--- src/pkg/vrc_pkg.sv ---
// Package for the video DRAM random-access port controller
package vrc_pkg;
    // ------------------------------------------------------------
    // Clock and timing
    // ------------------------------------------------------------
    localparam int CLK_NS = 100;
    localparam int INIT_PAUSE_US = 200;
    localparam int INIT_PAUSE_CYC = (INIT_PAUSE_US * 1000 + CLK_NS - 1) / CLK_NS;
    localparam int INIT_STROBES = 8;
    localparam int ROW_PRECHARGE_NS = 70;
    localparam int ROW_PRECHARGE_CYC = (ROW_PRECHARGE_NS + CLK_NS - 1) / CLK_NS;
    localparam int ROW_PULSE_NS = 100;
    localparam int ROW_PULSE_CYC = (ROW_PULSE_NS + CLK_NS - 1) / CLK_NS;
    localparam int OE_ACCESS_NS = 25;
    localparam int OE_ACCESS_CYC = (OE_ACCESS_NS + CLK_NS - 1) / CLK_NS;
    localparam int RMW_WE_DELAY_NS = 135;
    localparam int RMW_WE_DELAY_CYC = (RMW_WE_DELAY_NS + CLK_NS - 1) / CLK_NS;
    // Extra column wait so read data clears the pin synchroniser
    localparam int SYNC_CYC = 3;
    localparam int CNT_W = 12;
    // ------------------------------------------------------------
    // Widths and operations
    // ------------------------------------------------------------
    localparam int ADDR_HALF_W = 9;
    localparam int ADDR_W = 2 * ADDR_HALF_W;
    localparam int DATA_W = 8;
    localparam logic [1:0] OP_READ = 2'h0;
    localparam logic [1:0] OP_WRITE = 2'h1;
    localparam logic [1:0] OP_RMW = 2'h2;
    localparam logic [1:0] OP_REFRESH = 2'h3;

    typedef struct packed {
        logic [1:0] op;
        logic [ADDR_W-1:0] addr;
        logic [DATA_W-1:0] wdata;
        logic [DATA_W-1:0] mask;
        logic use_mask;
        logic keep_page;
    } vrc_req_t;

    typedef struct packed {
        logic row_strobe_n;
        logic col_strobe_n;
        logic mask_or_write_enable_n;
        logic transfer_or_output_enable_n;
        logic serial_shift_clock;
        logic [ADDR_HALF_W-1:0] addr;
        logic [DATA_W-1:0] dq_out;
        logic dq_oe;
    } vrc_pins_t;
endpackage : vrc_pkg

--- src/verilog/vrc_sync.sv ---
// Three-stage input synchroniser with agreement filter
module vrc_sync #(
    parameter int W = 8
) (
    input wire logic SYS_CLK,
    input wire logic RESET_N,
    input wire logic [W-1:0] D,
    output logic [W-1:0] Q
);
    import vrc_pkg::*;

    typedef struct packed {
        logic [W-1:0] s1;
        logic [W-1:0] s2;
        logic [W-1:0] s3;
        logic [W-1:0] q;
    } vrc_sync_t;

    vrc_sync_t st_q;
    vrc_sync_t st_d;

    // ------------------------------------------------------------
    // Next state
    // ------------------------------------------------------------
    always_comb begin
        st_d = st_q;
        st_d.s1 = D;
        st_d.s2 = st_q.s1;
        st_d.s3 = st_q.s2;
        // Stage one is read only by stage two
        for (int i = 0; i < W; i++) begin
            if (st_q.s2[i] == st_q.s3[i]) begin
                st_d.q[i] = st_q.s3[i];
            end
        end
    end

    always_ff @(posedge SYS_CLK or negedge RESET_N) begin
        if (!RESET_N) begin
            st_q <= '0;
        end else begin
            st_q <= st_d;
        end
    end

    assign Q = st_q.q;
endmodule : vrc_sync

--- src/verilog/vrc_ctrl.sv ---
// Host controller for the random-access port of a dual-port video DRAM
module vrc_ctrl (
    input wire logic SYS_CLK,
    input wire logic RESET_N,
    input wire logic USE_REFRESH_INIT,
    input wire logic REQ_VALID,
    input vrc_pkg::vrc_req_t REQ,
    output logic REQ_READY,
    output logic INIT_DONE,
    output logic RDATA_VALID,
    output logic [vrc_pkg::DATA_W-1:0] RDATA,
    output logic ROW_STROBE_N,
    output logic COL_STROBE_N,
    output logic MASK_OR_WRITE_ENABLE_N,
    output logic TRANSFER_OR_OUTPUT_ENABLE_N,
    output logic SERIAL_SHIFT_CLOCK,
    output logic [vrc_pkg::ADDR_HALF_W-1:0] ADDR,
    output logic [vrc_pkg::DATA_W-1:0] MASK_DATA_PINS_OUT,
    output logic MASK_DATA_PINS_OE,
    input wire logic [vrc_pkg::DATA_W-1:0] MASK_DATA_PINS_IN
);
    import vrc_pkg::*;

    typedef enum logic [3:0] {
        S_PAUSE, S_INIT_LOW, S_INIT_HIGH, S_IDLE, S_ROW, S_COL, S_WAIT,
        S_RMW_WE, S_END, S_PRECHARGE
    } vrc_state_t;

    typedef struct packed {
        vrc_state_t state;
        logic [CNT_W-1:0] cnt;
        logic [3:0] init_n;
        logic [1:0] op;
        logic [ADDR_HALF_W-1:0] row;
        logic [ADDR_HALF_W-1:0] col;
        logic [DATA_W-1:0] wdata;
        logic keep_page;
        vrc_pins_t pins;
        logic ready;
        logic done;
        logic rvalid;
        logic [DATA_W-1:0] rdata;
    } vrc_ctrl_t;

    vrc_ctrl_t st_q;
    vrc_ctrl_t st_d;
    logic [DATA_W-1:0] dq_sync;

    // Pins from the device arrive unclocked
    vrc_sync #(.W(DATA_W)) u_sync (
        .SYS_CLK(SYS_CLK),
        .RESET_N(RESET_N),
        .D(MASK_DATA_PINS_IN),
        .Q(dq_sync)
    );

    function automatic logic [CNT_W-1:0] cyc(input int n);
        cyc = CNT_W'(n);
    endfunction : cyc

    // ------------------------------------------------------------
    // Next state
    // ------------------------------------------------------------
    always_comb begin
        st_d = st_q;
        st_d.ready = 1'b0;
        st_d.rvalid = 1'b0;
        if (st_q.cnt != '0) begin
            st_d.cnt = st_q.cnt - cyc(1);
        end
        unique case (st_q.state)
            S_PAUSE: begin
                if (st_q.cnt == '0) begin
                    st_d.state = S_INIT_LOW;
                    st_d.pins.col_strobe_n = !USE_REFRESH_INIT;
                    st_d.cnt = cyc(ROW_PULSE_CYC);
                end
            end
            S_INIT_LOW: begin
                // Serial clock toggles with each init strobe
                if (st_q.pins.col_strobe_n == USE_REFRESH_INIT) begin
                    st_d.pins.col_strobe_n = !USE_REFRESH_INIT;
                end else if (st_q.pins.row_strobe_n) begin
                    st_d.pins.row_strobe_n = 1'b0;
                    st_d.pins.serial_shift_clock = 1'b1;
                    // Width counted from the fall, not from state entry
                    st_d.cnt = cyc(ROW_PULSE_CYC);
                end
                if (!st_q.pins.row_strobe_n && st_q.cnt == '0) begin
                    st_d.pins.row_strobe_n = 1'b1;
                    st_d.pins.col_strobe_n = 1'b1;
                    st_d.pins.serial_shift_clock = 1'b0;
                    st_d.init_n = st_q.init_n + 4'h1;
                    st_d.cnt = cyc(ROW_PRECHARGE_CYC);
                    st_d.state = S_INIT_HIGH;
                end
            end
            S_INIT_HIGH: begin
                if (st_q.cnt == '0) begin
                    if (st_q.init_n == 4'(INIT_STROBES)) begin
                        st_d.done = 1'b1;
                        st_d.ready = 1'b1;
                        st_d.state = S_IDLE;
                    end else begin
                        st_d.pins.col_strobe_n = !USE_REFRESH_INIT;
                        st_d.cnt = cyc(ROW_PULSE_CYC);
                        st_d.state = S_INIT_LOW;
                    end
                end
            end
            S_IDLE: begin
                st_d.ready = 1'b1;
                if (REQ_VALID && st_q.ready) begin
                    st_d.ready = 1'b0;
                    st_d.op = REQ.op;
                    st_d.row = REQ.addr[ADDR_W-1:ADDR_HALF_W];
                    st_d.col = REQ.addr[ADDR_HALF_W-1:0];
                    st_d.wdata = REQ.wdata;
                    st_d.keep_page = REQ.keep_page && REQ.op != OP_REFRESH;
                    st_d.pins.addr = REQ.addr[ADDR_W-1:ADDR_HALF_W];
                    if (REQ.op == OP_REFRESH) begin
                        st_d.pins.col_strobe_n = 1'b0;
                        st_d.state = S_ROW;
                    end else begin
                        // Mask rides the pins at the row edge
                        st_d.pins.mask_or_write_enable_n = !(REQ.use_mask && REQ.op != OP_READ);
                        st_d.pins.dq_out = REQ.mask;
                        st_d.pins.dq_oe = REQ.use_mask && REQ.op != OP_READ;
                        st_d.state = S_ROW;
                    end
                end
            end
            S_ROW: begin
                st_d.pins.row_strobe_n = 1'b0;
                st_d.cnt = cyc(ROW_PULSE_CYC);
                st_d.state = (st_q.op == OP_REFRESH) ? S_WAIT : S_COL;
            end
            S_COL: begin
                // Mask is taken; release and present column
                st_d.pins.addr = st_q.col;
                st_d.pins.mask_or_write_enable_n = (st_q.op != OP_WRITE);
                st_d.pins.dq_out = st_q.wdata;
                st_d.pins.dq_oe = (st_q.op == OP_WRITE);
                st_d.pins.transfer_or_output_enable_n = (st_q.op == OP_WRITE);
                st_d.state = S_WAIT;
                // Pin data lags by the synchroniser before it may be taken
                st_d.cnt = cyc(RMW_WE_DELAY_CYC + SYNC_CYC);
            end
            S_WAIT: begin
                if (st_q.op != OP_REFRESH && st_q.pins.row_strobe_n == 1'b0
                    && st_q.pins.col_strobe_n) begin
                    st_d.pins.col_strobe_n = 1'b0;
                end else if (st_q.cnt == '0) begin
                    if (st_q.op == OP_RMW) begin
                        st_d.state = S_RMW_WE;
                    end else begin
                        st_d.state = S_END;
                    end
                end
            end
            S_RMW_WE: begin
                // Read sampled, then write with enable late
                st_d.rdata = dq_sync;
                st_d.rvalid = 1'b1;
                st_d.pins.transfer_or_output_enable_n = 1'b1;
                st_d.pins.dq_out = st_q.wdata;
                st_d.pins.dq_oe = 1'b1;
                st_d.pins.mask_or_write_enable_n = 1'b0;
                st_d.cnt = cyc(OE_ACCESS_CYC);
                st_d.state = S_END;
            end
            S_END: begin
                if (st_q.cnt == '0) begin
                    if (st_q.op == OP_READ) begin
                        // Output valid until column strobe rises
                        st_d.rdata = dq_sync;
                        st_d.rvalid = 1'b1;
                    end
                    st_d.pins.col_strobe_n = 1'b1;
                    st_d.pins.transfer_or_output_enable_n = 1'b1;
                    st_d.pins.dq_oe = 1'b0;
                    st_d.pins.mask_or_write_enable_n = 1'b1;
                    if (st_q.keep_page && REQ_VALID && REQ.op != OP_REFRESH
                        && REQ.addr[ADDR_W-1:ADDR_HALF_W] == st_q.row) begin
                        st_d.op = REQ.op;
                        st_d.col = REQ.addr[ADDR_HALF_W-1:0];
                        st_d.wdata = REQ.wdata;
                        st_d.keep_page = REQ.keep_page;
                        st_d.state = S_COL;
                    end else begin
                        st_d.pins.row_strobe_n = 1'b1;
                        st_d.cnt = cyc(ROW_PRECHARGE_CYC);
                        st_d.state = S_PRECHARGE;
                    end
                end
            end
            S_PRECHARGE: begin
                if (st_q.cnt == '0) begin
                    st_d.ready = 1'b1;
                    st_d.state = S_IDLE;
                end
            end
        endcase
    end

    // Page hits take the request from the END state
    logic page_take;
    assign page_take = st_q.state == S_END && st_d.state == S_COL;

    always_ff @(posedge SYS_CLK or negedge RESET_N) begin
        if (!RESET_N) begin
            st_q <= '0;
            st_q.state <= S_PAUSE;
            st_q.cnt <= CNT_W'(INIT_PAUSE_CYC);
            st_q.pins.row_strobe_n <= 1'b1;
            st_q.pins.col_strobe_n <= 1'b1;
            st_q.pins.mask_or_write_enable_n <= 1'b1;
            st_q.pins.transfer_or_output_enable_n <= 1'b1;
        end else begin
            st_q <= st_d;
        end
    end

    // ------------------------------------------------------------
    // Outputs
    // ------------------------------------------------------------
    assign REQ_READY = st_q.ready;
    assign INIT_DONE = st_q.done;
    assign RDATA_VALID = st_q.rvalid;
    assign RDATA = st_q.rdata;
    assign ROW_STROBE_N = st_q.pins.row_strobe_n;
    assign COL_STROBE_N = st_q.pins.col_strobe_n;
    assign MASK_OR_WRITE_ENABLE_N = st_q.pins.mask_or_write_enable_n;
    assign TRANSFER_OR_OUTPUT_ENABLE_N = st_q.pins.transfer_or_output_enable_n;
    assign SERIAL_SHIFT_CLOCK = st_q.pins.serial_shift_clock;
    assign ADDR = st_q.pins.addr;
    assign MASK_DATA_PINS_OUT = st_q.pins.dq_out;
    assign MASK_DATA_PINS_OE = st_q.pins.dq_oe;

    // ------------------------------------------------------------
    // Checks
    // ------------------------------------------------------------
    chk_init_pause: assert property (@(posedge SYS_CLK) disable iff (!RESET_N)
        !st_q.done |-> $past(st_q.state) != S_IDLE) else $error("idle before init");
    chk_row_precharge: assert property (@(posedge SYS_CLK) disable iff (!RESET_N)
        $rose(ROW_STROBE_N) |=> ROW_STROBE_N) else $error("precharge too short");
    chk_row_min_width: assert property (@(posedge SYS_CLK) disable iff (!RESET_N)
        $fell(ROW_STROBE_N) |=> !ROW_STROBE_N) else $error("row strobe aborted");
    chk_row_before_col: assert property (@(posedge SYS_CLK) disable iff (!RESET_N)
        $fell(ROW_STROBE_N) && st_q.op != OP_REFRESH && st_q.done |-> COL_STROBE_N)
        else $error("column low at row edge");
    chk_read_we_high: assert property (@(posedge SYS_CLK) disable iff (!RESET_N)
        !COL_STROBE_N && st_q.op == OP_READ && st_q.done |-> MASK_OR_WRITE_ENABLE_N)
        else $error("write enable low in read");
    chk_early_write: assert property (@(posedge SYS_CLK) disable iff (!RESET_N)
        $fell(COL_STROBE_N) && st_q.op == OP_WRITE |-> !MASK_OR_WRITE_ENABLE_N && MASK_DATA_PINS_OE)
        else $error("early write setup");
    chk_no_contention: assert property (@(posedge SYS_CLK) disable iff (!RESET_N)
        MASK_DATA_PINS_OE |-> TRANSFER_OR_OUTPUT_ENABLE_N)
        else $error("bus contention");
    chk_page_row_held: assert property (@(posedge SYS_CLK) disable iff (!RESET_N)
        page_take |=> !ROW_STROBE_N ##1 !ROW_STROBE_N) else $error("page row released");
endmodule : vrc_ctrl

--- config.mk ---
export PLATFORM = sky130hd
export DESIGN_NAME = vrc_ctrl
export DESIGN_NICKNAME = d
export VERILOG_FILES = /design/src/pkg/vrc_pkg.sv /design/src/verilog/vrc_sync.sv /design/src/verilog/vrc_ctrl.sv
export SDC_FILE = /design/constraint.sdc
export NUM_CORES = 1
export LEC_CHECK = 0
export ABC_AREA = 1
export ABC_CLOCK_PERIOD_IN_PS = 2700
export BUFFER_PORTS_ARGS = -buffer_cell sky130_fd_sc_hd__buf_2
export CAP_MARGIN = 30
export CORE_MARGIN = 2
export CORE_UTILIZATION = 41
export CTS_CLUSTER_SIZE = 28
export DETAILED_ROUTE_END_ITERATION = 10
export PLACE_DENSITY = 0.71
export SLEW_MARGIN = 25
export SYNTH_ARGS = -nofsm -noshare
export SYNTH_HDL_FRONTEND = slang
export SYNTH_SLANG_ARGS = --single-unit
--- constraint.sdc ---
create_clock -name SYS_CLK -period 2.7 [get_ports SYS_CLK]
set_input_delay 0.135 -clock SYS_CLK [delete_from_list [all_inputs] [get_ports SYS_CLK]]
set_output_delay 0.135 -clock SYS_CLK [all_outputs]
set_load 0.01 [all_outputs]
==> impl_metrics.tcl <==
set metrics [dict create \
    status "finished, final reports clean" \
    grt_pass1_wl_mm 20.97 \
    clock-sinks 115 \
    place.gp.congestion 0.8974 \
    total_power_mw 3.961 \
    netSwitchingPower_mw 0.8448 \
    avgSynthCellArea_sq_um 8.844 \
    nets 785 \
    vias 4494 \
    viasPerCell 4.890 \
    start_kind "flip-flop" \
    critical_path.max_fanout 40 \
    htree_num_levels 4 \
    end_kind "flip-flop" \
    hp-class "in -> reg" \
    dp_hpwl_mm 8.816 \
    routed_wirelength_mm 12.54 \
    coreArea_sq_mm 0.01324 \
    leakage_nw 3.049 \
    critPathRequiredTime_ns 2.97 \
    yosysWarningCount 0 \
    max_freq_mhz 415.8 \
    n_fill_cell 1243 \
    area_growth_syn_to_layout_pct 23.48 \
    grt_util_met2_pct 28.18 \
    wire_per_inst_microns 13.65 \
    top_usage_layer "met2" \
    finClkSkew_ns 0.006805 \
    cts_tree "yes" \
    synth.area.top_cells "dfrtp_1 47%, nand2_1 9.4%, dfstp_2 4.7%" \
    root_buffer "clkbuf_16" \
    dieHeight_microns 120.5 \
    worstMarginPinSlew_ns 0.7297 \
    grt_usage_pct 18.45 \
    grtUsageMet3_pct 4.906 \
    num_antenna_cells 0 \
    yosys.area.top_type_share_pct 47.23 \
    cts_resized 0 \
    grt_pass1_vias 4274 \
    clk_pin_slew_ns 0.05 \
    ant_nets 0 \
    ir_drop_v 0.0003863 \
    holdPathStages 3 \
    reg2reg_depth 9 \
    numCtsBuffers 17 \
    use_met1_pct 25.01 \
    reg2reg_to "st_q[47]$_DFFE_PN0P_" \
    drc 0 \
    hold_end "ADDR[4]$_DFFE_PN0P_" \
    maxCapViolations 0 \
    post_cts_buffers 0 \
    yosys-mux-area-fraction_pct 0.2024 \
    portBuffers 83 \
    holdCritStartpoint "REQ[31]" \
    rows 42 \
    synth_xor_area_share_pct 1.732 \
    rsz0062_at_grt "no" \
    drt_iter0_markers 257 \
    clkPwrFrac_pct 51.5 \
    critPathKind "reg -> reg" \
    mappedNetlistArea_sq_mm 0.005563 \
    p_int_mw 3.116 \
    clk_path_buf_depth 2 \
    switching_share_pct 21.33 \
    p_seq_share_pct 44.7 \
    synthSimpleGateAreaFrac_pct 23.03 \
    power_density_mw_per_mm2 576.7 \
    min_period_ns 2.405 \
    ys_ff_latch 115 \
    grt_max_degree 57 \
    layout-drive-gt1-share_pct 22.61 \
    r2r-start "st_q[67]$_DFF_PN0_" \
    pwr-share-comb_pct 3.8 \
    slew_headroom_pct 51.30 \
    startpoint "st_q[67]$_DFF_PN0_" \
    clk_latency_ns 0.41 \
    dieArea_sq_mm 0.01452 \
    ys_seq_area_share_pct 51.96 \
    synthCells 629 \
    fp.dieW_microns 120.5 \
    synth_fp_nets 684 \
    antenna_found_initial 0 \
    gr-total-overflow 0 \
    synth_compound_area_share_pct 11.67 \
    timing.final.hold_violations 0 \
    dr.pass1.iters 5 \
    reg2reg_slack_ns 0.29 \
    synth_adder_area_share_pct 2.564 \
    critical_path_arrival_ns 2.68 \
    synth_top_family_by_area "simple AND/OR/NAND/NOR gates" \
    setup_violations 0 \
    drv_slew 0 \
    finalCritPeriodShare_pct 89.08 \
    yosys.area.top_type "dfrtp_1" \
    fin_tns_setup_ns 0 \
    io_pins 84 \
    ys_types 41 \
    start_util_pct 42.01 \
]
## registers in the layout, indices dropped and copies added, names as in the netlist, 8 cells and up
register and cells:
ADDR 9, st_q 49, u_sync.st_q 8, u_sync.st_d 16, MASK_DATA_PINS_OUT 8, RDATA 8, u_sync.Q 8
## layout by cell type (no fill, tap or decap), types with 9 or more instances in the layout
cell type / n
a21oi_1: 16
a31oi_1: 18
buf_2: 82
clkbuf_16: 17
dfrtp_1: 105
dfstp_2: 10
dlygate4sd3_1: 36
inv_1: 45
inv_2: 9
nand2_1: 139
nand3_1: 32
nand4_1: 9
nor2_1: 59
o21ai_0: 42
o21ai_1: 24
## through the flow
stage | hold slack (ns) | instances | cell area (sq um) | setup WS (ns) | utilization, %
final | 0.02686 | 919 | 6869 | 0.2949 | 51.87
after global routing | 0.01885 | 919 | 6869 | 0.02334 | 51.87
after CTS | 0.007542 | 919 | 6869 | 0.2932 | 51.87
after detailed placement | 0.05625 | 851 | 5968 | 0.3037 | 45.07
after global placement | 0.05657 | 851 | 5968 | 0.4226 | 45.07
after floorplan | -0.1606 | 629 | 5563 | 0.7689 | -
## area by class of cell
type,count,area (sq um),area share (%)
Multi-Input combinational cell,417,2181,31.75
Tap cell,176,220.2,3.206
Inverter,55,209.0,3.042
Clock buffer,23,457.9,6.667
Clock inverter,9,82.58,1.202
Sequential cell,115,2890,42.08
Timing Repair Buffer,124,828.3,12.06
## repair_timing
item | CTS | global route
hold buffers | 36 | 0
endpoints found under the setup margin | 0 | 0
hold endpoints to repair | 110 | 0
## worst max-delay path: stages (launching register included)
cell	delay, ns
dfrtp_1	0.40
inv_1	0.11
ha_1	0.18
nand2_1	0.09
nor2_4	0.16
nand2_2	0.21
nand2_1	0.20
nand3_2	0.59
nand2_1	0.23
o21ai_1	0.08
## synthesized netlist by cell type
cell,number
clkbuf_2,1
o21ai_2,1
buf_4,27
nand3_1,32
dfstp_2,10
nand2_4,5
o2111ai_1,1
a21oi_2,2
a22oi_1,1
inv_1,45
maj3_1,8
o21ai_1,24
o21ai_4,1
o21a_1,4
nand2_1,139
buf_6,2
nor2_2,5
nor2_8,1
o21bai_1,2
dfrtp_1,105
or2_2,1
a21oi_1,16
o211ai_1,3
nand3b_1,2
clkbuf_1,6
mux2_2,1
xor2_1,5
nand4_1,9
xnor2_1,6
nor2_1,59
buf_2,6
nand2_2,5
inv_4,1
ha_1,5
nor2_4,7
nand3_2,4
a31oi_1,18
o21ai_0,42
nor3_1,6
inv_2,9
nor4_1,2
## logic make-up (layout without fill, tap and decap cells)
| logic type | after synthesis | count (layout) |
|---|---|---|
| compound gates | 115 | 115 |
| xor+xnor | 11 | 11 |
| fa+ha+maj | 13 | 13 |
| buf+inv | 97 | 211 |
| flops | 115 | 115 |
| mux | 1 | 1 |
| simple gates | 277 | 277 |
## power by group through the flow
stage | Sequential (mW) | Clock, mW | Combinational (mW)
CTS | 1.77 | 2.07 | 0.150
global placement | 1.80 | 0 | 0.108
finish | 1.77 | 2.04 | 0.149
floorplan | 1.80 | 0 | 0.0237
detailed placement | 1.80 | 0 | 0.111
global route | 1.77 | 2.16 | 0.167
## how the worst max path moves through the flow
stage / slack, ns / to / cells past startpoint
final: 0.29 / st_q[47]$_DFFE_PN0P_ / 9
after global routing: 0.02 / st_q[49]$_DFFE_PN0P_ / 9
after CTS: 0.29 / st_q[35]$_DFFE_PN0P_ / 9
after detailed placement: 0.30 / st_q[35]$_DFFE_PN0P_ / 9
after global placement: 0.42 / st_q[37]$_DFFE_PN0P_ / 9
after floorplan: 0.77 / st_q[67]$_DFF_PN0_ / 13
## layer usage
metal / up-vias / routed length, microns
li1: 2240 / -
met1: 2115 / 5780
met2: 121 / 5990
met3: 18 / 555
met4: 0 / 218
met5: - / 0
Note: power is estimated with default switching activity, not from simulation.
